**config.mk**
```make
export PLATFORM = sky130hd
export DESIGN_NAME = uplc_port_line_control
export DESIGN_NICKNAME = d
export VERILOG_FILES = /design/src/design/uplc_pkg.sv /design/src/design/uplc_engine.sv /design/src/design/uplc_port_line_control.sv
export SDC_FILE = /design/constraint.sdc
export NUM_CORES = 1
export LEC_CHECK = 0
export BUFFER_PORTS_ARGS = -buffer_cell sky130_fd_sc_hd__clkbuf_2
export CAP_MARGIN = 20
export CORE_AREA = 2 2 102 104
export CTS_CLUSTER_DIAMETER = 80
export DETAILED_ROUTE_END_ITERATION = 8
export DIE_AREA = 0 0 104 106
export PLACE_DENSITY = 0.78
export SYNTH_ARGS = -nofsm -noshare
export SYNTH_HDL_FRONTEND = slang
export SYNTH_HIERARCHICAL = 1
export SYNTH_SLANG_ARGS = --single-unit
```
**constraint.sdc**
```tcl
create_clock -name i_clk -period 1.7 [get_ports i_clk]
set_input_delay 0 -clock i_clk [delete_from_list [all_inputs] [get_ports i_clk]]
set_output_delay 0 -clock i_clk [all_outputs]
set_load 0.01 [all_outputs]
```
**src/design/uplc_pkg.sv**
```systemverilog
// constants and types shared by the usb port line control block
//
// Functional notes
// - two identical control registers, one per engine
// - bit 13 reads live port A D+ level
// - bit 12 reads live port A D- level
// - bit 10 selects low speed when set
// - bit 9 selects host role when set
// - device role serves only the selected port
// - resistor enable low disconnects every pull resistor
// - host role enables pull-downs on both lines
// - device role pulls D- if low, else D+
// - force field gives normal, SE0, J, K
// - forced state ignores the active-port choice
// - suspend bit powers down transceivers of both ports
// - suspended engine still detects a wakeup on lines
// - host frame-marker enable emits SOF or EOP keep-alive
// - register reachable from processor and parallel host port
package uplc_pkg;

  // register word addresses, one per serial engine
  localparam logic [15:0] CTRL_ENGINE1_ADDR = 16'hc08a;
  localparam logic [15:0] CTRL_ENGINE2_ADDR = 16'hc0aa;

  // field positions
  localparam int unsigned DP_STATUS_BIT  = 13;
  localparam int unsigned DM_STATUS_BIT  = 12;
  localparam int unsigned LOW_SPEED_BIT  = 10;
  localparam int unsigned HOST_ROLE_BIT  = 9;
  localparam int unsigned RES_ENABLE_BIT = 7;
  localparam int unsigned FORCE_LSB      = 3;
  localparam int unsigned SUSPEND_BIT    = 2;
  localparam int unsigned FRAME_EN_BIT   = 0;

  // writable bits: 10, 9, 7, 4, 3, 2, 0
  localparam logic [15:0] CTRL_WRITE_MASK = 16'h069d;
  localparam logic [15:0] CTRL_RESET      = 16'h0000;
  localparam logic [15:0] READ_UNMAPPED   = 16'h0000;

  // line forcing modes
  typedef enum logic [1:0] {
    UPLC_FORCE_NORMAL = 2'h0,
    UPLC_FORCE_SE0    = 2'h1,
    UPLC_FORCE_J      = 2'h2,
    UPLC_FORCE_K      = 2'h3
  } uplc_force_e;

  // frame marker period: 1 ms at a 100 ns clock
  localparam int unsigned FRAME_NS      = 1000000;
  localparam int unsigned CLK_PERIOD_NS = 100;
  localparam int unsigned FRAME_CYCLES  = FRAME_NS / CLK_PERIOD_NS;

endpackage

```
**src/design/uplc_engine.sv**
```systemverilog
// line drive, pull resistors, suspend, wakeup and frame markers of one engine
`timescale 1ns/100ps
module uplc_engine #(
  parameter int unsigned FRAME_CYCLES = uplc_pkg::FRAME_CYCLES  // cycles between markers
) (
  input  wire logic       i_clk,        // system clock
  input  wire logic       i_reset,      // synchronous reset, active high
  input  wire logic       i_low_speed,  // 1 low speed, 0 full speed
  input  wire logic       i_host,       // 1 host role, 0 device role
  input  wire logic       i_res_en,     // pull resistor enable
  input  wire logic [1:0] i_force,      // line forcing mode
  input  wire logic       i_suspend,    // suspend enable
  input  wire logic       i_frame_en,   // frame marker enable
  input  wire logic       i_port_sel,   // active-port choice, 0 selects port a
  input  wire logic       i_dp_sync,    // synchronised D+ level
  input  wire logic       i_dm_sync,    // synchronised D- level
  input  wire logic       i_sie_dp,     // engine drive value for D+
  input  wire logic       i_sie_dm,     // engine drive value for D-
  input  wire logic       i_sie_oe,     // engine drive enable
  output logic            o_dp,         // D+ output value
  output logic            o_dm,         // D- output value
  output logic            o_dp_oe,      // D+ output enable
  output logic            o_dm_oe,      // D- output enable
  output logic            o_pu_dp,      // pull-up on D+
  output logic            o_pu_dm,      // pull-up on D-
  output logic            o_pd_dp,      // pull-down on D+
  output logic            o_pd_dm,      // pull-down on D-
  output logic            o_xcvr_pd,    // transceiver power down, both ports
  output logic            o_sof_req,    // pulse: send start of frame
  output logic            o_eop_req,    // pulse: send low speed keep-alive
  output logic            o_wakeup      // pulse: line activity while suspended
);

  localparam int unsigned CW = $clog2(FRAME_CYCLES);

  typedef struct packed {
    logic          dp;
    logic          dm;
    logic          oe;
    logic          pu_dp;
    logic          pu_dm;
    logic          pd_dp;
    logic          pd_dm;
    logic          xcvr_pd;
    logic          sof;
    logic          eop;
    logic          wake;
    logic          wake_seen;
    logic          susp_d;
    logic          idle_dp;
    logic          idle_dm;
    logic [1:0]    settle;
    logic [CW-1:0] frame_cnt;
  } uplc_eng_s;

  uplc_eng_s st_r;
  uplc_eng_s st_nxt;
  logic      marker_on;

  // markers only run in host role on port a and never while powered down
  assign marker_on = i_host && i_frame_en && !i_port_sel && !i_suspend;

  // next state of the whole engine
  always_comb begin
    st_nxt      = st_r;
    st_nxt.sof  = 1'b0;
    st_nxt.eop  = 1'b0;
    st_nxt.wake = 1'b0;

    // forced states override the port choice; normal follows the engine
    case (uplc_pkg::uplc_force_e'(i_force))
      uplc_pkg::UPLC_FORCE_SE0: begin
        st_nxt.dp = 1'b0;
        st_nxt.dm = 1'b0;
        st_nxt.oe = 1'b1;
      end
      uplc_pkg::UPLC_FORCE_J: begin
        st_nxt.dp = !i_low_speed;  // J idles D+ high at full speed
        st_nxt.dm = i_low_speed;
        st_nxt.oe = 1'b1;
      end
      uplc_pkg::UPLC_FORCE_K: begin
        st_nxt.dp = i_low_speed;
        st_nxt.dm = !i_low_speed;
        st_nxt.oe = 1'b1;
      end
      default: begin
        st_nxt.dp = i_sie_dp;
        st_nxt.dm = i_sie_dm;
        // only the selected port carries traffic; none while suspended
        st_nxt.oe = i_sie_oe && !i_port_sel && !i_suspend;
      end
    endcase

    // pull resistor table
    st_nxt.pd_dp = i_res_en && i_host;
    st_nxt.pd_dm = i_res_en && i_host;
    st_nxt.pu_dm = i_res_en && !i_host && i_low_speed;
    st_nxt.pu_dp = i_res_en && !i_host && !i_low_speed;

    st_nxt.xcvr_pd = i_suspend;
    st_nxt.susp_d  = i_suspend;

    // keep taking the idle snapshot until our own suspend line change has
    // passed the synchroniser, so entering suspend never looks like a wakeup
    if (!i_suspend) begin
      st_nxt.wake_seen = 1'b0;
      st_nxt.settle    = '0;
    end else if (!(&st_r.settle)) begin
      st_nxt.idle_dp = i_dp_sync;
      st_nxt.idle_dm = i_dm_sync;
      st_nxt.settle  = st_r.settle + {1'b0, st_r.susp_d};
    end else if (!st_r.wake_seen &&
                 (i_dp_sync != st_r.idle_dp || i_dm_sync != st_r.idle_dm)) begin
      st_nxt.wake      = 1'b1;
      st_nxt.wake_seen = 1'b1;
    end

    // frame marker period counter
    if (!marker_on) begin
      st_nxt.frame_cnt = '0;
    end else if (st_r.frame_cnt == CW'(FRAME_CYCLES - 1)) begin
      st_nxt.frame_cnt = '0;
      st_nxt.sof       = !i_low_speed;
      st_nxt.eop       = i_low_speed;
    end else begin
      st_nxt.frame_cnt = st_r.frame_cnt + CW'(1);
    end
  end

  // state register
  always_ff @(posedge i_clk) begin
    if (i_reset) begin
      st_r <= '0;
    end else begin
      st_r <= st_nxt;
    end
  end

  assign o_dp      = st_r.dp;
  assign o_dm      = st_r.dm;
  assign o_dp_oe   = st_r.oe;
  assign o_dm_oe   = st_r.oe;
  assign o_pu_dp   = st_r.pu_dp;
  assign o_pu_dm   = st_r.pu_dm;
  assign o_pd_dp   = st_r.pd_dp;
  assign o_pd_dm   = st_r.pd_dm;
  assign o_xcvr_pd = st_r.xcvr_pd;
  assign o_sof_req = st_r.sof;
  assign o_eop_req = st_r.eop;
  assign o_wakeup  = st_r.wake;

endmodule  // uplc_engine

```
**src/design/uplc_port_line_control.sv**
```systemverilog
// port control registers of both serial engines with their two access ports
`timescale 1ns/100ps
module uplc_port_line_control #(
  parameter int unsigned FRAME_CYCLES = uplc_pkg::FRAME_CYCLES  // cycles between markers
) (
  input  wire logic        i_clk,         // system clock, 10 MHz
  input  wire logic        i_reset,       // synchronous reset, active high
  // embedded processor access
  input  wire logic [15:0] i_cpu_addr,    // processor word address
  input  wire logic        i_cpu_wr,      // processor write strobe
  input  wire logic        i_cpu_rd,      // processor read strobe
  input  wire logic [15:0] i_cpu_wdata,   // processor write data
  output logic      [15:0] o_cpu_rdata,   // processor read data, next cycle
  // parallel host port access
  input  wire logic [15:0] i_hpi_addr,    // parallel host port word address
  input  wire logic        i_hpi_wr,      // parallel host port write strobe
  input  wire logic        i_hpi_rd,      // parallel host port read strobe
  input  wire logic [15:0] i_hpi_wdata,   // parallel host port write data
  output logic      [15:0] o_hpi_rdata,   // parallel host port read data
  // per engine, index 0 is engine 1
  input  wire logic [1:0]  i_port_sel,    // active-port choice, 0 selects port a
  input  wire logic [1:0]  i_sie_dp,      // engine drive value for D+
  input  wire logic [1:0]  i_sie_dm,      // engine drive value for D-
  input  wire logic [1:0]  i_sie_oe,      // engine drive enable
  input  wire logic [1:0]  i_dp,          // port a D+ pin level
  input  wire logic [1:0]  i_dm,          // port a D- pin level
  output logic      [1:0]  o_dp,          // port a D+ drive value
  output logic      [1:0]  o_dm,          // port a D- drive value
  output logic      [1:0]  o_dp_oe,       // port a D+ output enable
  output logic      [1:0]  o_dm_oe,       // port a D- output enable
  output logic      [1:0]  o_pu_dp,       // pull-up on D+
  output logic      [1:0]  o_pu_dm,       // pull-up on D-
  output logic      [1:0]  o_pd_dp,       // pull-down on D+
  output logic      [1:0]  o_pd_dm,       // pull-down on D-
  output logic      [1:0]  o_xcvr_pd,     // transceiver power down
  output logic      [1:0]  o_sof_req,     // start of frame request pulse
  output logic      [1:0]  o_eop_req,     // keep-alive request pulse
  output logic      [1:0]  o_wakeup       // wakeup detect pulse
);

  localparam int unsigned NENG = 2;

  typedef struct packed {
    logic [NENG-1:0][15:0] ctrl;
    logic [15:0]           cpu_rdata;
    logic [15:0]           hpi_rdata;
    logic [NENG-1:0]       dp_s1;
    logic [NENG-1:0]       dp_s2;
    logic [NENG-1:0]       dm_s1;
    logic [NENG-1:0]       dm_s2;
  } uplc_top_s;

  uplc_top_s st_r;
  uplc_top_s st_nxt;

  // address decode: returns hit flag and engine index
  function automatic logic [1:0] decode(input logic [15:0] addr);
    logic [1:0] res;
    res = 2'h0;
    if (addr == uplc_pkg::CTRL_ENGINE1_ADDR) begin
      res = 2'h2;
    end else if (addr == uplc_pkg::CTRL_ENGINE2_ADDR) begin
      res = 2'h3;
    end
    return res;
  endfunction

  // read image: writable fields plus live line levels, reserved reads zero
  function automatic logic [15:0] read_word(input logic [15:0] ctrl,
                                            input logic        dp,
                                            input logic        dm);
    logic [15:0] w;
    w = ctrl & uplc_pkg::CTRL_WRITE_MASK;
    w[uplc_pkg::DP_STATUS_BIT] = dp;
    w[uplc_pkg::DM_STATUS_BIT] = dm;
    return w;
  endfunction

  logic [1:0] cpu_dec;
  logic [1:0] hpi_dec;

  assign cpu_dec = decode(i_cpu_addr);
  assign hpi_dec = decode(i_hpi_addr);

  // next state: synchronisers, register writes, read data
  always_comb begin
    st_nxt       = st_r;
    // two flops per pin; only the second stage is read anywhere
    st_nxt.dp_s1 = i_dp;
    st_nxt.dp_s2 = st_r.dp_s1;
    st_nxt.dm_s1 = i_dm;
    st_nxt.dm_s2 = st_r.dm_s1;

    // host port write first so a same-cycle processor write wins
    if (i_hpi_wr && hpi_dec[1]) begin
      st_nxt.ctrl[hpi_dec[0]] = i_hpi_wdata & uplc_pkg::CTRL_WRITE_MASK;
    end
    if (i_cpu_wr && cpu_dec[1]) begin
      st_nxt.ctrl[cpu_dec[0]] = i_cpu_wdata & uplc_pkg::CTRL_WRITE_MASK;
    end

    // read data is held until the next read strobe
    if (i_cpu_rd) begin
      st_nxt.cpu_rdata = cpu_dec[1] ?
        read_word(st_r.ctrl[cpu_dec[0]], st_r.dp_s2[cpu_dec[0]], st_r.dm_s2[cpu_dec[0]]) :
        uplc_pkg::READ_UNMAPPED;
    end
    if (i_hpi_rd) begin
      st_nxt.hpi_rdata = hpi_dec[1] ?
        read_word(st_r.ctrl[hpi_dec[0]], st_r.dp_s2[hpi_dec[0]], st_r.dm_s2[hpi_dec[0]]) :
        uplc_pkg::READ_UNMAPPED;
    end
  end

  // state register; reset clears control fields and synchroniser flops, line status then follows the pins
  always_ff @(posedge i_clk) begin
    if (i_reset) begin
      st_r      <= '0;
      st_r.ctrl <= {NENG{uplc_pkg::CTRL_RESET}};
    end else begin
      st_r <= st_nxt;
    end
  end

  assign o_cpu_rdata = st_r.cpu_rdata;
  assign o_hpi_rdata = st_r.hpi_rdata;

  // one line controller per serial engine
  for (genvar g = 0; g < NENG; g++) begin : g_eng
    uplc_engine #(
      .FRAME_CYCLES (FRAME_CYCLES)
    ) u_eng (
      .i_clk       (i_clk),
      .i_reset     (i_reset),
      .i_low_speed (st_r.ctrl[g][uplc_pkg::LOW_SPEED_BIT]),
      .i_host      (st_r.ctrl[g][uplc_pkg::HOST_ROLE_BIT]),
      .i_res_en    (st_r.ctrl[g][uplc_pkg::RES_ENABLE_BIT]),
      .i_force     (st_r.ctrl[g][uplc_pkg::FORCE_LSB +: 2]),
      .i_suspend   (st_r.ctrl[g][uplc_pkg::SUSPEND_BIT]),
      .i_frame_en  (st_r.ctrl[g][uplc_pkg::FRAME_EN_BIT]),
      .i_port_sel  (i_port_sel[g]),
      .i_dp_sync   (st_r.dp_s2[g]),
      .i_dm_sync   (st_r.dm_s2[g]),
      .i_sie_dp    (i_sie_dp[g]),
      .i_sie_dm    (i_sie_dm[g]),
      .i_sie_oe    (i_sie_oe[g]),
      .o_dp        (o_dp[g]),
      .o_dm        (o_dm[g]),
      .o_dp_oe     (o_dp_oe[g]),
      .o_dm_oe     (o_dm_oe[g]),
      .o_pu_dp     (o_pu_dp[g]),
      .o_pu_dm     (o_pu_dm[g]),
      .o_pd_dp     (o_pd_dp[g]),
      .o_pd_dm     (o_pd_dm[g]),
      .o_xcvr_pd   (o_xcvr_pd[g]),
      .o_sof_req   (o_sof_req[g]),
      .o_eop_req   (o_eop_req[g]),
      .o_wakeup    (o_wakeup[g])
    );
  end

endmodule  // uplc_port_line_control

```
# Word level (Yosys, flattened, before mapping)
# Cells that the tools add are included.
# Widths: inputs -> output; s select.
# totals
regBits	130
latch_bits	0
ram_bits	0
romBits	0
elab_cells	150
n_memories	0
# op_classes
addsub	4
n_mul	0
div_mod_pow	0
magnitude_cmp	4
eq_ne	16
shifts	0
mux	30
bitwise_logic	8
reduce_logical	50
# op_table
operator	count
$bwmux 32	2
$eq 16x16->1 const B	4
$mux 32	2
$mux 11	4
$demux 16 s1	2
$mux 16	2
$add 14x1->14 const B	2
$eq 14x14->1 const B	2
$mux 14	2
$logic_and 1x1->1	24
$pmux 3 s3	2
$reduce_or 3->1	6
$mux 2	6
$logic_not 1->1	10
$eq 2x2->1 const B	4
$mux 1	8
$not 1->1	8
$reduce_and 2->1	4
$reduce_and 3->1	2
$add 2x1->2	2
$eq 2x1->1 const B	2
$lt 1x2->1 const B	2
$ne 1x1->1	4
$reduce_or 2->1	2
2 further kinds	4

# Logic depth before layout (Yosys ltp)
# Gate-level depths: netlist (run 1).
# logic_depth
depth_word	11
depth_mapped	6
mapped_depth_nobuf	5

# By module
# Netlist (run 1), hierarchy kept.
# modules_own_cells
mod	instances	cells_each	area_per_inst_um2	seq_area_each_um2
uplc_engine	2	124	1151.1	580.6
uplc_port_line_control	1	244	2272.2	800.8

# Worst setup path before layout (run 1)
# Ideal clock, no wire load.
# synth_timing
kind	reg2reg
startpoint	reg g_eng[0].u_eng/st_r[7] (netlist name)
endpoint	reg g_eng[0].u_eng/st_r[4] (netlist name)
arrival_time_ns	1.617
slack_ns	-0.032
stages_incl_launch_ff	6
path_cell_list	dfxtp_1 -> or4b_1 -> or4_4 -> nand2_2 -> buf_6 -> nor2_1
# synth_between
elab_chain_cells	2
# synth_rtl
item	line_no	rtl
start, declared	uplc_engine.sv:56	uplc_eng_s st_r;
start signal, assigned	uplc_engine.sv:136	st_r <= st_nxt;
$eq 14x14->1	uplc_engine.sv:122	end else if (st_r.frame_cnt == CW'(FRAME_CYCLES - 1)) begin
$reduce_or 3->1 (no line)	-	
# No other way between the ends.
# A chain may end at the register's enable or synchronous reset.

# Final worst setup path (run 1)
# layout_timing
startpoint	reg g_eng[1].u_eng/st_r[4] (netlist name)
endpoint	reg g_eng[1].u_eng/st_r[10] (netlist name)
# layout_between
elab_chain_cells	2
word_cells_on_any_way	3
cone_classes	1 x add/sub; 1 x eq/ne; 1 x reduce/logical
# layout_rtl
item	line_no
start, declared	uplc_engine.sv:56
start signal, assigned	uplc_engine.sv:136
parallel branches: the longest is 2 deep, another holds $add 14x1->14	-
# Several ways; the timed one is not identified.

==> flow_summary.json, run 1 <==
{
  "grt-ovfl-total": 0,
  "path_max_fanout": 12,
  "dieHeight_um": 106,
  "async_reset_ff_share_pct": 0,
  "p_leak_nw": 2.212,
  "grt_max_degree": 36,
  "fin_crit_sh_pct": 102.1,
  "critPathKind": "register to register",
  "dpl-instance-area_mm2": 0.005184,
  "finalHoldViolations": 0,
  "r2r_cells": 4,
  "slew_violations": 0,
  "vias": 3974,
  "synth-main-ff-cell": "dfxtp_1",
  "fin_ws_ps": -35.95,
  "power.density_mw_per_mm2": 750.7,
  "synth_area_per_cell_um2": 9.298,
  "core.rowCount": 37,
  "final_nets": 701,
  "synth_top_area_share_pct": 42.89,
  "ioPinCount": 138,
  "status": "finished, violations left",
  "drt_iter0_drc": 185,
  "seq_area_frac_synth_pct": 42.89,
  "antenna_cells": 0,
  "maxCapViolCount": 0,
  "wl_mm": 10.92,
  "synth_top_cell_by_area": "dfxtp_1",
  "synth_cell_types": 44,
  "area_growth_pct": 22.21,
  "synth.area.top_cells": "dfxtp_1 43%, buf_4 5.9%, xnor2_1 5.0%",
  "cts_buffer_depth": 2,
  "port-buffer-count": 105,
  "top_usage_layer": "met2",
  "hold_path.class": "primary input to register",
  "globalRouteTotalUtil_pct": 19.71,
  "cts.clk_slew.worst_paths_ps": 90,
  "ant_nets": 0,
  "cts.sinks": 98,
  "rsz0062_at_grt": "yes",
  "synth_edf_count": 0,
  "post-dp-hpwl_mm": 7.894,
  "vdd_drop_max_uv": 420.8,
  "cts_max_level": 3,
  "post-route-util_pct": 55.91,
  "fmax_mhz": 576.1,
  "dieArea_mm2": 0.01102,
  "use_met3_pct": 4.966,
  "cp-end-kind": "register",
  "finalClockSkew_ps": 8.647,
  "failed_checks": "setup timing",
  "antenna_found_initial": 0,
  "cts_made_buffers": 9,
  "ys_seq_elements": 98,
  "vias_per_cell": 5.257,
  "critical_path_arrival_ps": 1990,
  "stdcell_area_mm2": 0.005590,
  "whs_path_depth": 3,
  "start_kind": "register",
  "ctsRootBufferMaster": "clkbuf_8",
  "dieWidth_um": 104,
  "yosys_warnings": 6,
  "use_met2_pct": 35.43,
  "tightest_slew_ps": 573.1,
  "grt_pass1_vias": 3766,
  "dr.pass1.iters": 5,
  "setup_viol": 20,
  "gr-usage-met1_pct": 22.93,
  "wl_per_cell_um": 14.44,
  "drc_errors": 0,
  "cp.required_ps": 1960,
  "clk_latency_ps": 360,
  "cts_tree": "yes",
  "grt_pass1_wl_mm": 17.76,
  "slew_headroom_pct": 60.81,
  "period_needed_ps": 1736,
  "start_util_pct": 45.75,
  "syn_area_mm2": 0.004574,
  "core_area_mm2": 0.01000,
  "layout-drive-gt1-share_pct": 31.13,
  "place_congestion": 0.8381,
  "syn_inst": 492
}
## kinds of logic after synthesis
family          Yosys count  share of synthesized area (%)
fa+ha+maj                 4                          1.094
simple gates            191                          24.86
other cells               1                        0.08198
compound gates           80                          11.10
buf+inv                  70                          9.792
flops                    98                          42.89
xor+xnor                 30                          5.744
mux                      18                          4.431
## metrics by stage
step	power, mW	cells	setup slack (ps)	hold WS, ps	setup TNS [ps]
2_1_floorplan	2.504	505	0.1196	128.2	0
3_3_place_gp	2.595	724	7.851	212.4	0
3_5_place_dp	2.601	724	-46.41	215.9	-170.7
4_1_cts	4.224	756	-40.93	0.7402	-419.4
5_1_grt	4.328	756	-77.95	9.465	-1573
6_report	4.197	756	-35.95	13.33	-365.7
## cells in the mapped netlist, types with 9 or more instances
| master | number |
|---|---|
| o21ai_0 | 12 |
| mux2_2 | 18 |
| nor2b_1 | 26 |
| inv_1 | 16 |
| clkbuf_1 | 9 |
| buf_4 | 36 |
| nor2_1 | 60 |
| nand2_1 | 16 |
| nor3_1 | 22 |
| xnor2_1 | 26 |
| nand3_1 | 12 |
| dfxtp_1 | 98 |
| a32oi_1 | 14 |
| a211oi_1 | 14 |
| a21oi_1 | 28 |
## placed cells by master (no fill, tap or decap), types with 4 or more instances in the layout
cell type      count
xor2_1             4
o21ai_0           12
nor4b_1            4
nor2_1            59
clkbuf_8           9
or4_4              5
buf_4             33
nand2_1           16
conb_1            14
a211oi_1          14
mux2_2            18
dfxtp_1           95
nor4_1             8
nor2b_1           26
a32oi_1           14
xnor2_1           26
ha_1               4
clkbuf_2         105
or4b_1             5
nand3_1           12
dlygate4sd3_1     15
o21ai_1            4
nand4_1            4
nor3_2             4
nor3_1            20
inv_1             16
nand4b_1           4
a21oi_1           28
## registers in the layout (all words and copies together) (netlist names), 4 cells and up
| name | count |
|---|---|
| g_eng.u_eng/st_r | 40 |
| st_r | 18 |
| o_cpu_rdata | 9 |
| st_nxt | 4 |
| o_hpi_rdata | 9 |
## cell type report
cell class / count / area [um^2]
Clock buffer: 11 / 131.4
Multi-Input combinational cell: 337 / 2261
Clock inverter: 5 / 78.83
Timing Repair Buffer: 153 / 923.4
Sequential cell: 98 / 1966
Tap cell: 136 / 170.2
Inverter: 16 / 60.06
Fill cell: 910 / 4409
## metal layers
metal | vias up | wire (um)
li1 | 1941 | -
met1 | 1862 | 4474
met2 | 149 | 5491
met3 | 22 | 732
met4 | 0 | 218
met5 | - | 0
## worst paths after layout
| check | startpoint | endpoint | slack [ps] |
|---|---|---|---|
| worst min-delay path | i_reset | g_eng[1].u_eng/st_r[14] | 10 |
| worst max register to register | g_eng[1].u_eng/st_r[4] | g_eng[1].u_eng/st_r[10] | -40 |
| worst max-delay path | g_eng[1].u_eng/st_r[4] | g_eng[1].u_eng/st_r[10] | -40 |
| worst min register to register | st_nxt[1] | st_r[1] | 440 |
## worst max-delay path, cell delays in order (launching register included)
cell	delay, ps
dfxtp_1	320
or4b_1	520
or4_4	600
nand2_8	130
nor2_1	60
## repair_timing
item                                   4_1_cts  5_1_grt
endpoints found under the hold margin       13        0
pin swaps                                    3        1
hold buffers                                15        0
buffers inserted                             1        0
gates resized for setup                      5        3
setup endpoints to repair                   25       31
gates cloned                                 0        0
## where the power goes
group | internal, mW | switching (mW)
clock | 0.829 | 0.789
sequential | 2.31 | 0.00874
combinational | 0.125 | 0.136
total | 3.26 | 0.934
Note: power is estimated with default switching activity, not from simulation.
==> inputs of run 2 (changes only) <==
- CORE_AREA: 2 2 102 104 -> 2 2 143 75
- DIE_AREA: 0 0 104 106 -> 0 0 145 77
- GPL_ROUTABILITY_DRIVEN: default -> 0
==> run 2 against run 1 <==
Net effect: the flow still finishes with violations (setup timing); die area is 1.3% higher; critical path depth is 1 lower; final area is 1.5% higher; via count is 4.2% higher; combinational power is 6% higher.
==> flow_summary.json, run 2 (synthesis gave the netlist of run 1 again) <==
{
  "status": "finished, violations left",
  "failed_checks": "setup timing",
  "mostFrequentLayoutCell": "clkbuf_2",
  "cts_max_level": 3,
  "port-buffer-count": 105,
  "p_switching_mw": 0.9958,
  "dieWidth_um": 145,
  "clkPwrFrac_pct": 41.2,
  "post-route-util_pct": 57.21,
  "layout-drive-gt1-share_pct": 31.99,
  "crit_path_end": "g_eng[1].u_eng/st_r[1]",
  "cts_buffer_depth": 2,
  "r2r_cells": 3,
  "maxCapViolCount": 0,
  "vias_per_cell": 5.433,
  "dpl-instance-area_mm2": 0.005181,
  "cts.clk_slew.worst_paths_ps": 60,
  "p_seq_share_pct": 52.6,
  "start_kind": "register",
  "cts_made_buffers": 9,
  "timing.rr.end": "g_eng[1].u_eng/st_r[1]",
  "power.internal_mw": 3.417,
  "clk_latency_ps": 350,
  "vias": 4140,
  "dr.pass1.iters": 5,
  "slowest_delay_ps": 590,
  "min_from": "i_port_sel[1]",
  "finalHoldViolations": 0,
  "worst_path_max_delay_cell": "or4_4",
  "tightest_slew_ps": 561.1,
  "critical_path_arrival_ps": 1980,
  "fin_ws_ps": -33.53,
  "cp.buffers_inverters": 0,
  "finalHoldWorstSlack_ps": 36.39,
  "fin_crit_sh_pct": 102.0,
  "drt_iter0_drc": 335,
  "dieArea_mm2": 0.01117,
  "cp.required_ps": 1940,
  "ant_nets": 0,
  "hold_path.class": "primary input to register",
  "vdd_drop_max_uv": 473.6,
  "final_nets": 704,
  "globalRouteTotalUtil_pct": 22.82,
  "grt_pass1_vias": 4009,
  "dieHeight_um": 77,
  "cp.depth": 3,
  "setup_viol": 25,
  "critPathLaunch": "g_eng[1].u_eng/st_r[7]",
  "power_frac_comb_pct": 6.3,
  "rsz0062_at_grt": "yes",
  "largest_reg_flops": 40,
  "fin_tns_setup_ps": -388.5,
  "slew_headroom_pct": 61.62,
  "reg2reg_from": "g_eng[1].u_eng/st_r[7]",
  "grt_max_degree": 30,
  "grt_pass1_wl_mm": 20.15,
  "period_needed_ps": 1734,
  "fin_cells": 762,
  "stdcell_area_mm2": 0.005677,
  "cp-end-kind": "register",
  "finalClockSkew_ps": 5.850,
  "start_util_pct": 46.10,
  "power.density_mw_per_mm2": 777.3,
  "cts_tree": "yes",
  "crit_chain": "or4b_4 -> or4_4 -> and3_4",
  "antenna_cells": 0,
  "antenna_found_initial": 0,
  "post-dp-hpwl_mm": 9.147,
  "path_max_fanout": 4,
  "total_power_mw": 4.412,
  "regMostFlops": "g_eng.u_eng/st_r",
  "wl_mm": 12.49,
  "final_cell_mix": "105 x clkbuf_2, 89 x dfxtp_1, 60 x nor2_1",
  "core.rowCount": 26,
  "slew_violations": 0,
  "post-place-ws_ps": -64.51,
  "cts.sinks": 98,
  "grt-ovfl-total": 0,
  "ioPinCount": 138,
  "ctsRootBufferMaster": "clkbuf_16",
  "fmax_mhz": 576.9,
  "switching_share_pct": 22.57,
  "regToRegSetupSlack_ps": -30,
  "area_growth_pct": 24.10,
  "drc_errors": 0,
  "core_area_mm2": 0.009922,
  "reg_top3": "g_eng.u_eng/st_r: 40 flops, st_r: 18 flops",
  "wl_per_cell_um": 16.39,
  "p_leak_nw": 2.253,
  "critPathKind": "register to register",
  "place_inst": 727,
  "crit_family": "simple AND/OR/NAND/NOR gates"
}
[run 2: changes by cell type in the layout (fill, tap and decap cells not counted), sizes merged]
cell         before  now
bufinv            2    0
clkbuf          116  115
dlygate4sd3      15   17
buf              33   34
clkinv            3    2
clkinvlp          0    3
[run 2: worst register-to-register path: stages (launching register included)]
cell and delay (ps):
dfxtp_2 320, or4b_4 520, or4_4 590, and3_4 210
[run 2: what timing repair did]
item                                    CTS  global route
resized for setup                         8             5
hold buffers                             17             0
endpoints found under the setup margin   26            31
setup buffers                             2             1
hold endpoints to repair                 12             0
pin swaps                                 3             0
[run 2: layout make-up]
type,instances,area [um^2]
Fill cell,853,4245
Sequential cell,98,1973
Tap cell,140,175.2
Clock inverter,5,32.53
Timing Repair Buffer,156,950.9
Multi-Input combinational cell,337,2256
Inverter,16,60.06
Clock buffer,10,229.0
[run 2: worst min-delay path by stage]
stage	cells past startpoint	slack [ps]	to
2_1_floorplan	1	130	st_nxt[0]
3_3_place_gp	2	220	st_nxt[4]
6_report	4	40	g_eng[1].u_eng/st_r[2]
5_1_grt	4	30	g_eng[1].u_eng/o_sof_req
3_5_place_dp	2	230	st_nxt[0]
4_1_cts	4	20	g_eng[1].u_eng/st_r[2]
[run 2: metal layers]
layer  track usage [%]  vias to the layer above  wire length [um]  share of wire (%)
li1                  -                     1946                 -                  -
met1             30.13                     1955              5567                 45
met2             34.67                      222              5349                 43
met3             9.167                       17              1431                 11
met4             6.139                        0               142                1.1
met5                 0                        -                 0                  0
[run 2: power by group through the flow]
stage | registers [mW] | logic, mW | clock network [mW]
6_report | 2.32 | 0.276 | 1.82
4_1_cts | 2.32 | 0.270 | 1.85
5_1_grt | 2.32 | 0.297 | 1.98
2_1_floorplan | 2.37 | 0.132 | 0
3_3_place_gp | 2.37 | 0.232 | 0
3_5_place_dp | 2.37 | 0.239 | 0
==> inputs of run 3 (changes only) <==
- CORE_AREA: 2 2 143 75 -> 2 2 136 72
- DIE_AREA: 0 0 145 77 -> 0 0 138 74
- PLACE_DENSITY: 0.78 -> 0.81
- clock period: 1.7 -> 1.65 ns (I/O delays scaled with it)
==> run 3 against run 2 <==
Net effect: the flow still finishes with violations (setup timing); clock power grew 21%; die area decreased by 8.5%; combinational power hardly changed; core utilization grew 6.1 points; worst hold slack worse by 25 ps; routed wire length fell by 1.8%; highest routed layer unchanged; register-to-register slack got worse by 50 ps; setup slack lost 52 ps.
==> flow_summary.json, run 3 (synthesis gave the netlist of run 1 again) <==
{
  "post-dp-hpwl_mm": 8.985,
  "rsz0062_at_grt": "yes",
  "place_inst": 716,
  "dr.pass1.iters": 4,
  "slew_headroom_pct": 65.55,
  "final_nets": 709,
  "grt-ovfl-total": 0,
  "final_cell_mix": "105 x clkbuf_2, 95 x dfxtp_1, 59 x nor2_1",
  "fin_tns_setup_ps": -1568,
  "port-buffer-count": 105,
  "power.density_mw_per_mm2": 850.1,
  "path_max_fanout": 6,
  "regToRegSetupSlack_ps": -90,
  "post-place-ws_ps": -134.5,
  "regArea_mm2": 0.001966,
  "drt_iter0_drc": 356,
  "fin_crit_sh_pct": 105.2,
  "stdcell_area_mm2": 0.005741,
  "antenna_found_initial": 0,
  "fin_ws_ps": -85.64,
  "fin_cells": 749,
  "core_area_mm2": 0.009071,
  "setup_viol": 28,
  "mostFrequentLayoutCell": "clkbuf_2",
  "vias_per_cell": 5.523,
  "fmax_mhz": 576.2,
  "maxCapViolCount": 0,
  "total_power_mw": 4.880,
  "multiInputGateArea_mm2": 0.002268,
  "slew_violations": 0,
  "layout-drive-gt1-share_pct": 32.17,
  "p_leak_nw": 2.298,
  "critical_path_arrival_ps": 1980,
  "whs_path_depth": 4,
  "min_from": "i_port_sel[1]",
  "finalHoldWorstSlack_ps": 11.79,
  "period_needed_ps": 1736,
  "timing.rr.end": "g_eng[0].u_eng/st_r[5]",
  "regMostFlops": "g_eng.u_eng/st_r",
  "antenna_cells": 0,
  "status": "finished, violations left",
  "vias": 4137,
  "finalClockSkew_ps": 8.596,
  "start_util_pct": 50.43,
  "grt_pass1_wl_mm": 19.31,
  "largest_reg_flops": 40,
  "wl_mm": 12.27,
  "post-route-util_pct": 63.28,
  "dieWidth_um": 138,
  "cts_max_level": 3,
  "r2r_cells": 4,
  "whs_endpoint": "g_eng[1].u_eng/st_r[2]",
  "cts_buffer_depth": 2,
  "cts_tree": "yes",
  "vdd_drop_max_uv": 581.9,
  "wl_per_cell_um": 16.38,
  "hold_path.class": "primary input to register",
  "n_fill_cell": 747,
  "clk_latency_ps": 350,
  "ctsRootBufferMaster": "clkbuf_16",
  "reg2reg_from": "g_eng[0].u_eng/st_r[7]",
  "grt_pass1_vias": 3875,
  "critPathKind": "register to register",
  "failed_checks": "setup timing",
  "ant_nets": 0,
  "dpl-instance-area_mm2": 0.005218,
  "cp.required_ps": 1890,
  "core.rowCount": 25,
  "cp-end-kind": "register",
  "grt_max_degree": 35,
  "dieHeight_um": 74,
  "drc_errors": 0,
  "tightest_slew_ps": 503.7,
  "cts.sinks": 98,
  "ioPinCount": 138,
  "finalHoldViolations": 0,
  "reg_top3": "g_eng.u_eng/st_r: 40 flops, st_r: 18 flops",
  "cts_made_buffers": 9,
  "dieArea_mm2": 0.01021,
  "cts.clk_slew.worst_paths_ps": 70,
  "globalRouteTotalUtil_pct": 24.07,
  "start_kind": "register",
  "area_growth_pct": 25.49
}
## run 3: changes by cell type in the layout (fill, tap and decap cells not counted), moves of 2 or more
cell / delta
dfxtp_1: +6
buf_4: +6
bufinv_16: +2
or4b_4: -2
dfxtp_2: -6
or4b_1: +2
dlygate4sd3_1: -2
## run 3: worst max path at each step
stage | from | depth (start not counted) | slack, ps | end
final | g_eng[0].u_eng/st_r[7] | 4 | -90 | g_eng[0].u_eng/st_r[5]
after global routing | g_eng[1].u_eng/st_r[4] | 4 | -110 | g_eng[1].u_eng/st_r[8]
after CTS | g_eng[0].u_eng/st_r[7] | 4 | -70 | g_eng[0].u_eng/st_r[11]
after detailed placement | i_cpu_addr[10] | 6 | -130 | st_r[49]
after global placement | i_cpu_addr[10] | 6 | -80 | st_r[49]
after floorplan | g_eng[1].u_eng/st_r[4] | 5 | -50 | g_eng[1].u_eng/st_r[11]
## run 3: timing repair
item,4_1_cts,5_1_grt
setup endpoints to repair,26,30
gates cloned,0,1
hold buffers,15,0
buffers inserted,0,1
resized for setup,4,3
pin swaps,4,2
hold endpoints to repair,11,0
## run 3: layout make-up
cell class                 count  share of cell area (%)
clock inverter                 7                   1.635
sequential                    98                   34.24
tap                          121                   2.637
inverter                      16                   1.046
timing repair buffer         160                   17.00
multi-input combinational    338                   39.52
clock buffer                   9                   3.923
## run 3: critical path, stage by stage, from the launching register on
cell and delay [ps]:
dfxtp_1 310, or4b_1 520, or4_4 610, nand2_4 130, nor2_1 60
## run 3: power by group
group          switching (mW)  total (mW)  internal, mW
Combinational           0.148       0.276         0.128
Sequential            0.00974        2.39          2.38
Clock                   0.890        2.21          1.32
## run 3: per-layer routing
| layer | global-route usage (%) | up-vias | part of all wire, % |
|---|---|---|---|
| met3 | 8.757 | 15 | 11 |
| met4 | 6.689 | 0 | 1.1 |
| li1 | - | 1957 | - |
| met1 | 31.67 | 1953 | 44 |
| met5 | 0 | - | 0 |
| met2 | 38.17 | 212 | 44 |
